===== config.mk =====
export PLATFORM = sky130hd
export DESIGN_NAME = sxr_service_cmds
export DESIGN_NICKNAME = d
export VERILOG_FILES = /design/src/sxr_pkg.sv /design/src/sxr_save_cnt.sv /design/src/sxr_service_cmds.sv
export VERILOG_INCLUDE_DIRS = /design/src
export SDC_FILE = /design/constraint.sdc
export NUM_CORES = 1
export LEC_CHECK = 0
export BUFFER_PORTS_ARGS = -buffer_cell sky130_fd_sc_hd__buf_4
export CAP_MARGIN = 0
export CORE_ASPECT_RATIO = 0.7
export CORE_UTILIZATION = 35
export DETAILED_ROUTE_END_ITERATION = 16
export PLACE_DENSITY = 0.6
export SLEW_MARGIN = 5
export SYNTH_ARGS = -nofsm -noshare
export SYNTH_HDL_FRONTEND = slang
export SYNTH_HIERARCHICAL = 1
export SYNTH_SLANG_ARGS = --single-unit

===== constraint.sdc =====
create_clock -name mclk -period 4.2 [get_ports mclk]
set_input_delay 0.63 -clock mclk [delete_from_list [all_inputs] [get_ports mclk]]
set_output_delay 0.63 -clock mclk [all_outputs]
set_load 0.01 [all_outputs]

===== src/sxr_consts.svh =====
`ifndef SXR_CONSTS_SVH
`define SXR_CONSTS_SVH

// ==========================================================
// timing
`define SXR_CLK_MHZ     250
`define SXR_HOLD_MS     3000
`define SXR_HOLD_CYC    (`SXR_HOLD_MS * 1000 * `SXR_CLK_MHZ)

// ==========================================================
// save counter
`define SXR_SAVE_LIMIT  16'h03e8
`define SXR_CNT_RST     16'h0000

// ==========================================================
// factory transmission setting
`define SXR_FACT_BAUD   20'h70800
`define SXR_FACT_STOP   2'h2
`define SXR_PAR_EVEN    2'h2

// ==========================================================
// characters
`define SXR_CH_XL       8'h78
`define SXR_CH_XU       8'h58
`define SXR_CH_ZL       8'h7a
`define SXR_CH_ZU       8'h5a
`define SXR_CH_SP       8'h20
`define SXR_CH_CR       8'h0d
`define SXR_CH_COMMA    8'h2c
`define SXR_CH_NL       8'h6e
`define SXR_CH_IL       8'h69
`define SXR_CH_NU       8'h4e
`define SXR_CH_IU       8'h49
`define SXR_CH_YU       8'h59
`define SXR_CH_SL       8'h73

// ==========================================================
// error numbers
`define SXR_E_NONE      3'h0
`define SXR_E001        3'h1
`define SXR_E002        3'h2
`define SXR_E003        3'h3
`define SXR_E004        3'h4
`define SXR_E005        3'h5

`endif


===== src/sxr_pkg.sv =====
`default_nettype none
package sxr_pkg;

  // ==========================================================
  // response messages
  typedef enum logic [3:0] {
    resp_none,
    resp_exit_ask,
    resp_ret_normal,
    resp_ret_init,
    resp_abort,
    resp_z_ask,
    resp_tx_ask,
    resp_tx_show,
    resp_applied,
    resp_saved,
    resp_error
  } sxr_resp_e;

  // ==========================================================
  // interpreter states
  typedef enum logic [4:0] {
    st_idle, st_skip,
    st_x_sp, st_x_tgt, st_x_cr, st_x_ans, st_x_grd, st_x_txw, st_x_hold,
    st_z_arg, st_z_s, st_z_cr, st_z_ans1, st_z_ans2, st_z_apply, st_z_wait, st_z_rep
  } sxr_state_e;

endpackage
`default_nettype wire


===== src/sxr_save_cnt.sv =====
`timescale 1ns/10ps
`default_nettype none
`include "sxr_consts.svh"
module sxr_save_cnt (
  input  wire logic        mclk,
  input  wire logic        rst,
  input  wire logic        ce,
  input  wire logic        inc,
  output logic [15:0]      count,
  output logic             over
);

  // ==========================================================
  // counter, saturates so it never wraps back under the limit
  always_ff @(posedge mclk or posedge rst) begin
    if (rst) begin
      count <= `SXR_CNT_RST;
    end else if (ce && inc && count != 16'hffff) begin
      count <= count + 16'h0001;
    end
  end

  assign over = count > `SXR_SAVE_LIMIT;

endmodule
`default_nettype wire


===== src/sxr_service_cmds.sv =====
// Functional notes
// - exit is x, space, target, carriage return
// - n/i: dirty config asks, only Y confirms
// - n/i: wait 3 s after response sent
// - i enters init, reloads stored config
// - N goes to normal, no prompt, no hold
// - I goes to init at once, reloads
// - E001 bad entry, E002 count/comma, E003 range
// - other answer gives E003, stays in service
// - answer N reports abort, back to prompt
// - print return message matching target
// - bare z loads factory into live only
// - z s loads factory and saves it
// - confirm restore, second confirm for link change
// - shown factory link is 460800, 2 stop, even
// - after save report saved and count
// - past 1000 saves warn E004, still save
// - failed flash write reports E005
// - z with stray characters reports E002; commas after the space are skipped
`timescale 1ns/10ps
`default_nettype none
`include "sxr_consts.svh"
module sxr_service_cmds
  import sxr_pkg::*;
#(
  parameter int unsigned HOLD_CYC = `SXR_HOLD_CYC
) (
  input  wire logic        mclk,
  input  wire logic        rst,
  input  wire logic        ce,
  input  wire logic        rx_valid,
  input  wire logic [7:0]  rx_char,
  input  wire logic        cfg_dirty,
  input  wire logic        tx_params_differ,
  input  wire logic        tx_idle,
  input  wire logic        flash_done,
  input  wire logic        flash_ok,
  output sxr_resp_e        resp_code_q,
  output logic             resp_valid_q,
  output logic [2:0]       resp_err_q,
  output logic [15:0]      save_count,
  output logic [19:0]      fact_baud_q,
  output logic [1:0]       fact_stop_q,
  output logic [1:0]       fact_parity_q,
  output logic             go_normal_q,
  output logic             go_init_q,
  output logic             reload_flash_q,
  output logic             load_factory_q,
  output logic             flash_save_q,
  output logic             busy_q
);

  // ==========================================================
  // declarations
  sxr_state_e  st_q, st_d;
  sxr_resp_e   rsp_code;
  logic        rsp_en;
  logic [2:0]  rsp_err;
  logic [2:0]  err_v;
  logic [7:0]  tgt_q, tgt_d;
  logic        zs_q, zs_d;
  logic        ok_q, ok_d;
  logic        go_n, go_i, reload, factory, save_req, cnt_inc;
  logic [31:0] hold_q;
  logic        hold_done;
  logic        over;
  logic        tgt_ok, tgt_now, is_cr;

  assign is_cr     = rx_char == `SXR_CH_CR;
  assign tgt_now   = tgt_q == `SXR_CH_NU || tgt_q == `SXR_CH_IU;
  assign tgt_ok    = tgt_now || tgt_q == `SXR_CH_NL || tgt_q == `SXR_CH_IL;
  assign hold_done = hold_q == 32'(HOLD_CYC - 1);

  // ==========================================================
  // save counter
  sxr_save_cnt u_cnt (
    .mclk  (mclk),
    .rst   (rst),
    .ce    (ce),
    .inc   (cnt_inc),
    .count (save_count),
    .over  (over)
  );

  // ==========================================================
  // interpreter
  always_comb begin
    st_d     = st_q;
    rsp_en   = 1'b0;
    rsp_code = resp_none;
    rsp_err  = `SXR_E_NONE;
    err_v    = `SXR_E_NONE;
    tgt_d    = tgt_q;
    zs_d     = zs_q;
    ok_d     = ok_q;
    go_n     = 1'b0;
    go_i     = 1'b0;
    reload   = 1'b0;
    factory  = 1'b0;
    save_req = 1'b0;
    cnt_inc  = 1'b0;
    unique case (st_q)
      st_idle: if (rx_valid) begin
        if (rx_char == `SXR_CH_XL || rx_char == `SXR_CH_XU) begin
          st_d = st_x_sp;
        end else if (rx_char == `SXR_CH_ZL || rx_char == `SXR_CH_ZU) begin
          st_d = st_z_arg;
        end else if (!is_cr) begin
          st_d = st_skip;
        end
      end
      st_skip: if (rx_valid && is_cr) begin
        st_d = st_idle;
      end
      st_x_sp: if (rx_valid) begin
        if (rx_char == `SXR_CH_SP) begin
          st_d = st_x_tgt;
        end else if (is_cr || rx_char == `SXR_CH_COMMA) begin
          err_v = `SXR_E002;
        end else begin
          err_v = `SXR_E001;
        end
      end
      st_x_tgt: if (rx_valid) begin
        if (is_cr || rx_char == `SXR_CH_COMMA) begin
          err_v = `SXR_E002;
        end else if (rx_char != `SXR_CH_SP) begin
          tgt_d = rx_char;
          st_d  = st_x_cr;
        end
      end
      st_x_cr: if (rx_valid) begin
        if (!is_cr) begin
          err_v = `SXR_E002;
        end else if (!tgt_ok) begin
          err_v = `SXR_E003;
        end else if (tgt_now) begin
          rsp_en   = 1'b1;
          rsp_code = (tgt_q == `SXR_CH_NU) ? resp_ret_normal : resp_ret_init;
          go_n     = tgt_q == `SXR_CH_NU;
          go_i     = tgt_q == `SXR_CH_IU;
          reload   = tgt_q == `SXR_CH_IU;
          st_d     = st_idle;
        end else if (cfg_dirty) begin
          rsp_en   = 1'b1;
          rsp_code = resp_exit_ask;
          st_d     = st_x_ans;
        end else begin
          rsp_en   = 1'b1;
          rsp_code = (tgt_q == `SXR_CH_NL) ? resp_ret_normal : resp_ret_init;
          st_d     = st_x_grd;
        end
      end
      st_x_ans: if (rx_valid) begin
        rsp_en = 1'b1;
        if (rx_char == `SXR_CH_YU) begin
          rsp_code = (tgt_q == `SXR_CH_NL) ? resp_ret_normal : resp_ret_init;
          st_d     = st_x_grd;
        end else if (rx_char == `SXR_CH_NU) begin
          rsp_code = resp_abort;
          st_d     = st_idle;
        end else begin
          rsp_code = resp_error;
          rsp_err  = `SXR_E003;
          st_d     = st_idle;
        end
      end
      // one guard cycle lets the transmitter see the response first
      st_x_grd: st_d = st_x_txw;
      st_x_txw: if (tx_idle) begin
        st_d = st_x_hold;
      end
      st_x_hold: if (hold_done) begin
        go_n   = tgt_q == `SXR_CH_NL;
        go_i   = tgt_q == `SXR_CH_IL;
        reload = tgt_q == `SXR_CH_IL;
        st_d   = st_idle;
      end
      st_z_arg: if (rx_valid) begin
        if (is_cr) begin
          zs_d     = 1'b0;
          rsp_en   = 1'b1;
          rsp_code = resp_z_ask;
          st_d     = st_z_ans1;
        end else if (rx_char == `SXR_CH_SP) begin
          st_d = st_z_s;
        end else begin
          err_v = `SXR_E002;
        end
      end
      st_z_s: if (rx_valid) begin
        if (rx_char == `SXR_CH_SL) begin
          st_d = st_z_cr;
        end else if (rx_char != `SXR_CH_COMMA) begin
          err_v = `SXR_E002;
        end
      end
      st_z_cr: if (rx_valid) begin
        if (is_cr) begin
          zs_d     = 1'b1;
          rsp_en   = 1'b1;
          rsp_code = resp_z_ask;
          st_d     = st_z_ans1;
        end else begin
          err_v = `SXR_E002;
        end
      end
      st_z_ans1, st_z_ans2: if (rx_valid) begin
        rsp_en = 1'b1;
        if (rx_char == `SXR_CH_YU && st_q == st_z_ans1 && tx_params_differ) begin
          rsp_code = resp_tx_ask;
          st_d     = st_z_ans2;
        end else if (rx_char == `SXR_CH_YU) begin
          rsp_code = (st_q == st_z_ans2) ? resp_tx_show : resp_none;
          rsp_en   = st_q == st_z_ans2;
          st_d     = st_z_apply;
        end else if (rx_char == `SXR_CH_NU) begin
          rsp_code = resp_abort;
          st_d     = st_idle;
        end else begin
          rsp_code = resp_error;
          rsp_err  = `SXR_E003;
          st_d     = st_idle;
        end
      end
      st_z_apply: begin
        factory = 1'b1;
        if (zs_q) begin
          save_req = 1'b1;
          st_d     = st_z_wait;
        end else begin
          rsp_en   = 1'b1;
          rsp_code = resp_applied;
          st_d     = st_idle;
        end
      end
      st_z_wait: if (flash_done) begin
        ok_d    = flash_ok;
        cnt_inc = flash_ok;
        if (over) begin
          rsp_en   = 1'b1;
          rsp_code = resp_error;
          rsp_err  = `SXR_E004;
        end
        st_d = st_z_rep;
      end
      st_z_rep: begin
        rsp_en   = 1'b1;
        rsp_code = ok_q ? resp_saved : resp_error;
        rsp_err  = ok_q ? `SXR_E_NONE : `SXR_E005;
        st_d     = st_idle;
      end
      default: st_d = st_idle;
    endcase
    if (err_v != `SXR_E_NONE) begin
      rsp_en   = 1'b1;
      rsp_code = resp_error;
      rsp_err  = err_v;
      st_d     = is_cr ? st_idle : st_skip;
    end
  end

  // ==========================================================
  // state
  always_ff @(posedge mclk or posedge rst) begin
    if (rst) begin
      st_q  <= st_idle;
      tgt_q <= 8'h00;
      zs_q  <= 1'b0;
      ok_q  <= 1'b0;
    end else if (ce) begin
      st_q  <= st_d;
      tgt_q <= tgt_d;
      zs_q  <= zs_d;
      ok_q  <= ok_d;
    end
  end

  // ==========================================================
  // hold timer, wide because the figure runs to 3 s of cycles
  always_ff @(posedge mclk or posedge rst) begin
    if (rst) begin
      hold_q <= 32'h0000_0000;
    end else if (ce) begin
      hold_q <= (st_q == st_x_hold && !hold_done) ? hold_q + 32'h0000_0001 : 32'h0000_0000;
    end
  end

  // ==========================================================
  // response and control outputs; pulses freeze with ce
  always_ff @(posedge mclk or posedge rst) begin
    if (rst) begin
      resp_valid_q   <= 1'b0;
      resp_code_q    <= resp_none;
      resp_err_q     <= `SXR_E_NONE;
      go_normal_q    <= 1'b0;
      go_init_q      <= 1'b0;
      reload_flash_q <= 1'b0;
      load_factory_q <= 1'b0;
      flash_save_q   <= 1'b0;
      busy_q         <= 1'b0;
    end else if (ce) begin
      resp_valid_q   <= rsp_en;
      resp_code_q    <= rsp_code;
      resp_err_q     <= rsp_err;
      go_normal_q    <= go_n;
      go_init_q      <= go_i;
      reload_flash_q <= reload;
      load_factory_q <= factory;
      flash_save_q   <= save_req;
      busy_q         <= st_d == st_x_grd || st_d == st_x_txw || st_d == st_x_hold;
    end
  end

  // ==========================================================
  // factory link setting shown with the second prompt
  always_ff @(posedge mclk or posedge rst) begin
    if (rst) begin
      fact_baud_q   <= `SXR_FACT_BAUD;
      fact_stop_q   <= `SXR_FACT_STOP;
      fact_parity_q <= `SXR_PAR_EVEN;
    end else if (ce) begin
      fact_baud_q   <= `SXR_FACT_BAUD;
      fact_stop_q   <= `SXR_FACT_STOP;
      fact_parity_q <= `SXR_PAR_EVEN;
    end
  end
endmodule
`default_nettype wire


==> flow_summary.ini <==
[yosys]
post_synth_instance_area_sq_mm = 0.00488
synthMuxAreaShare = 0.0277
syn_inst = 534
yosys_warnings = 6
ys_types = 76
synth_simple_gate_area_frac = 0.309
synth_edf_count = 0
synth_area_per_cell_sq_um = 9.14
ys_seq_elements = 76
synthXorXnorAreaFrac = 0.0754
synth_compound_area_frac = 0.109
synth_fa_ha_area_frac = 0.00769
synthArstFlopShare = 1.00
synth_ff_type = dfrtp_1
ys_seq_area_frac = 0.390
synth_top_family_by_area = simple AND/OR/NAND/NOR gates

[critical_path]
cp-start-kind = register
end_kind = register
required_ps = 4460
regToRegStartpoint = st_q[0]$_DFFE_PP0P_
worstPathCellList = nand2b_1, nor2_1, and3_1, and2_1, and4_1, nand4_4, nor4_4, xor2_1
rr_worst_depth = 8
slowest_delay_ps = 740
cp_max_fo = 20
critPathArrivalTime_ps = 3210
cpMaxStageDelayCell = dfrtp_1
r2r_slack_ps = 1250
criticalPathCategory = register to register
crit_buf_inv = 0
regToRegEndpoint = u_cnt/count[15]$_DFFE_PP0P_
cpLargestDelayFamily = simple AND/OR/NAND/NOR gates

[timing]
clock_skew_ps = 11.6
slew_violations = 0
finalSetupTns_ps = 0
worstMarginPinSlew_ps = 954
fin_crit_ps = 2950
rsz0062_at_grt = false
min_period_over_period = 0.703
hold_viol = 0
fmax_mhz = 339
slew_headroom = 0.364
setup_violations = 0

[route]
wirelength_mm = 12.6
met3_length_microns = 695
wire_per_inst_microns = 16.6
vias_per_cell = 5.40
top_layer = met4
wl_met2_mm = 5.17
vias = 4120
drcViolationCount = 0
drt-initial-drc-count = 283
antenna_left = 0
met1_length_mm = 6.67
dr.pass1.iters = 6

[clock_tree]
clock_sinks = 76
htree_levels = 3
path_clk_slew_ps = 60
post_cts_resized = 0
clock_path_buffers = 2
cts_made_buffers = 9
cts_tree = done
cts_hold_buf = 0
clock_latency_ps = 340
cts-root-buf = clkbuf_16
cts_setup_buffers = 0

[power]
leakage_uw = 0.00237
power-per-cell-area_mw_per_mm2 = 303
ir_drop_mv = 0.197
power_switching_share = 0.232
internal_power_uw = 1290
p_sw_uw = 390
combPwrFrac = 0.062
seqPwrFrac = 0.444
clkPwrFrac = 0.494

[placed_design]
place_area_sq_mm = 0.00524
port-buffer-count = 46
gp_congestion = 0.943
dp.cells = 747
dpl.hpwl_mm = 9.21

[floorplanning]
die_area_sq_mm = 0.0144
num_rows = 35
fp.coreArea_sq_mm = 0.0134
ios = 71
die_h_microns = 101
start_util = 0.365
die_x_microns = 143

[run_status]
status = complete, no violations

[final_layout]
antenna_cells = 0
layout_common_cells = dfrtp_1, nor2_1, buf_4
stdcell_count = 763
area_growth_syn_to_layout_pct = 13.9
postLayoutCellArea_sq_mm = 0.00556
drive_gt1_frac = 0.176
final_core_util = 0.416
finalNetCount = 593
layout_commonest_cell = dfrtp_1

[global_route]
grt-ovfl-total = 0
grt_use_total = 0.187
grt_pass1_wl_mm = 20.9
antenna_found_initial = 0
grt_max_degree = 41
grt_pass1_vias = 3909

[hold_path]
hold_class = primary input to asynchronous set/reset pin

[flow_run]
cap_violations = 0
[through the flow]
stage | hold slack [ps] | power (uW) | setup WS (ps)
2_1_floorplan | 471 | 842 | 1980
6_report | 384 | 1680 | 1250
3_3_place_gp | 479 | 864 | 1340
5_1_grt | 428 | 1750 | 1050
4_1_cts | 401 | 1700 | 1300
3_5_place_dp | 489 | 864 | 1320
[layout make-up]
class	instances	area, sq um
inverter	17	63.8
clock inverter	6	88.8
sequential	76	1900
clock buffer	10	229
tap	185	231
multi-input combinational	420	2670
fill	1336	7800
timing repair buffer	49	368
[state kept, by name, summed over array words and instances (netlist names), 3 cells and up]
name / cells
resp_code_q: 4
u_cnt/count: 16
tgt_q: 8
st_q: 5
hold_q: 32
resp_err_q: 3
[synth_stat cells, drive strengths merged, types with 2 or more instances]
cell type	instances	area, sq um
dfrtp	76	1900
nor2	61	239
nand2	44	173
buf	33	245
nand3	28	145
xor2	28	245
o21ai	22	110
a21oi	21	116
nand4	21	146
nor3	18	105
inv	16	60.1
and3	14	87.6
xnor2	14	123
mux2	12	135
nor2b	11	68.8
clkbuf	10	77.6
nor4	8	77.6
and4	7	66.3
nand2b	6	37.5
nor4b	6	67.6
a31oi	5	31.3
or3	5	31.3
nor3b	4	35.0
nor4bb	4	40.0
o22ai	4	25.0
o2bb2ai	4	35.0
and2	3	18.8
and4b	3	30.0
ha	3	37.5
o31ai	3	22.5
or4	3	22.5
a211oi	2	15.0
a311o	2	20.0
and2b	2	18.8
conb	2	7.51
nand3b	2	15.0
nand4b	2	17.5
o2111ai	2	17.5
o32ai	2	17.5
or2	2	12.5
[per-layer routing]
metal,global-route usage,vias up
li1,-,1950
met1,0.285,2021
met2,0.263,139
met3,0.0394,10
met4,0.0496,0
met5,0,-
[how the worst max path moves through the flow]
stage	start	end	slack, ps	depth (start not counted)
6_report	st_q[0]$_DFFE_PP0P_	u_cnt/count[15]$_DFFE_PP0P_	1250	8
5_1_grt	hold_q[13]$_DFFE_PP0P_	hold_q[24]$_DFFE_PP0P_	1050	6
4_1_cts	st_q[0]$_DFFE_PP0P_	u_cnt/count[15]$_DFFE_PP0P_	1300	8
3_5_place_dp	st_q[0]$_DFFE_PP0P_	u_cnt/count[15]$_DFFE_PP0P_	1320	8
3_3_place_gp	st_q[0]$_DFFE_PP0P_	u_cnt/count[11]$_DFFE_PP0P_	1340	8
2_1_floorplan	st_q[1]$_DFFE_PP0P_	u_cnt/count[11]$_DFFE_PP0P_	1980	9
[power by group through the flow]
stage                     logic, uW  clock network [uW]  registers, uW
after floorplan                83.9                   0            758
after global placement          104                   0            759
after detailed placement        105                   0            760
after CTS                       106                 849            746
after global routing            119                 881            746
final                           105                 832            746
[worst reg2reg max path, cell delays in order (launching register included)]
cell and delay [ps]:
dfrtp_1 740, nand2b_1 390, nor2_1 270, and3_1 330, and2_1 200, and4_1 280
nand4_4 170, nor4_4 320, xor2_1 170
[cell families after synthesis]
kind of cell	Yosys count
AND/OR/NAND/NOR	259
adder cells (fa/ha/maj)	3
multiplexers	12
AO/OA/AOI/OAI	80
buffers and inverters	60
other	2
XOR/XNOR	42
flip-flops	76
Note: power is estimated with default switching activity, not from simulation.
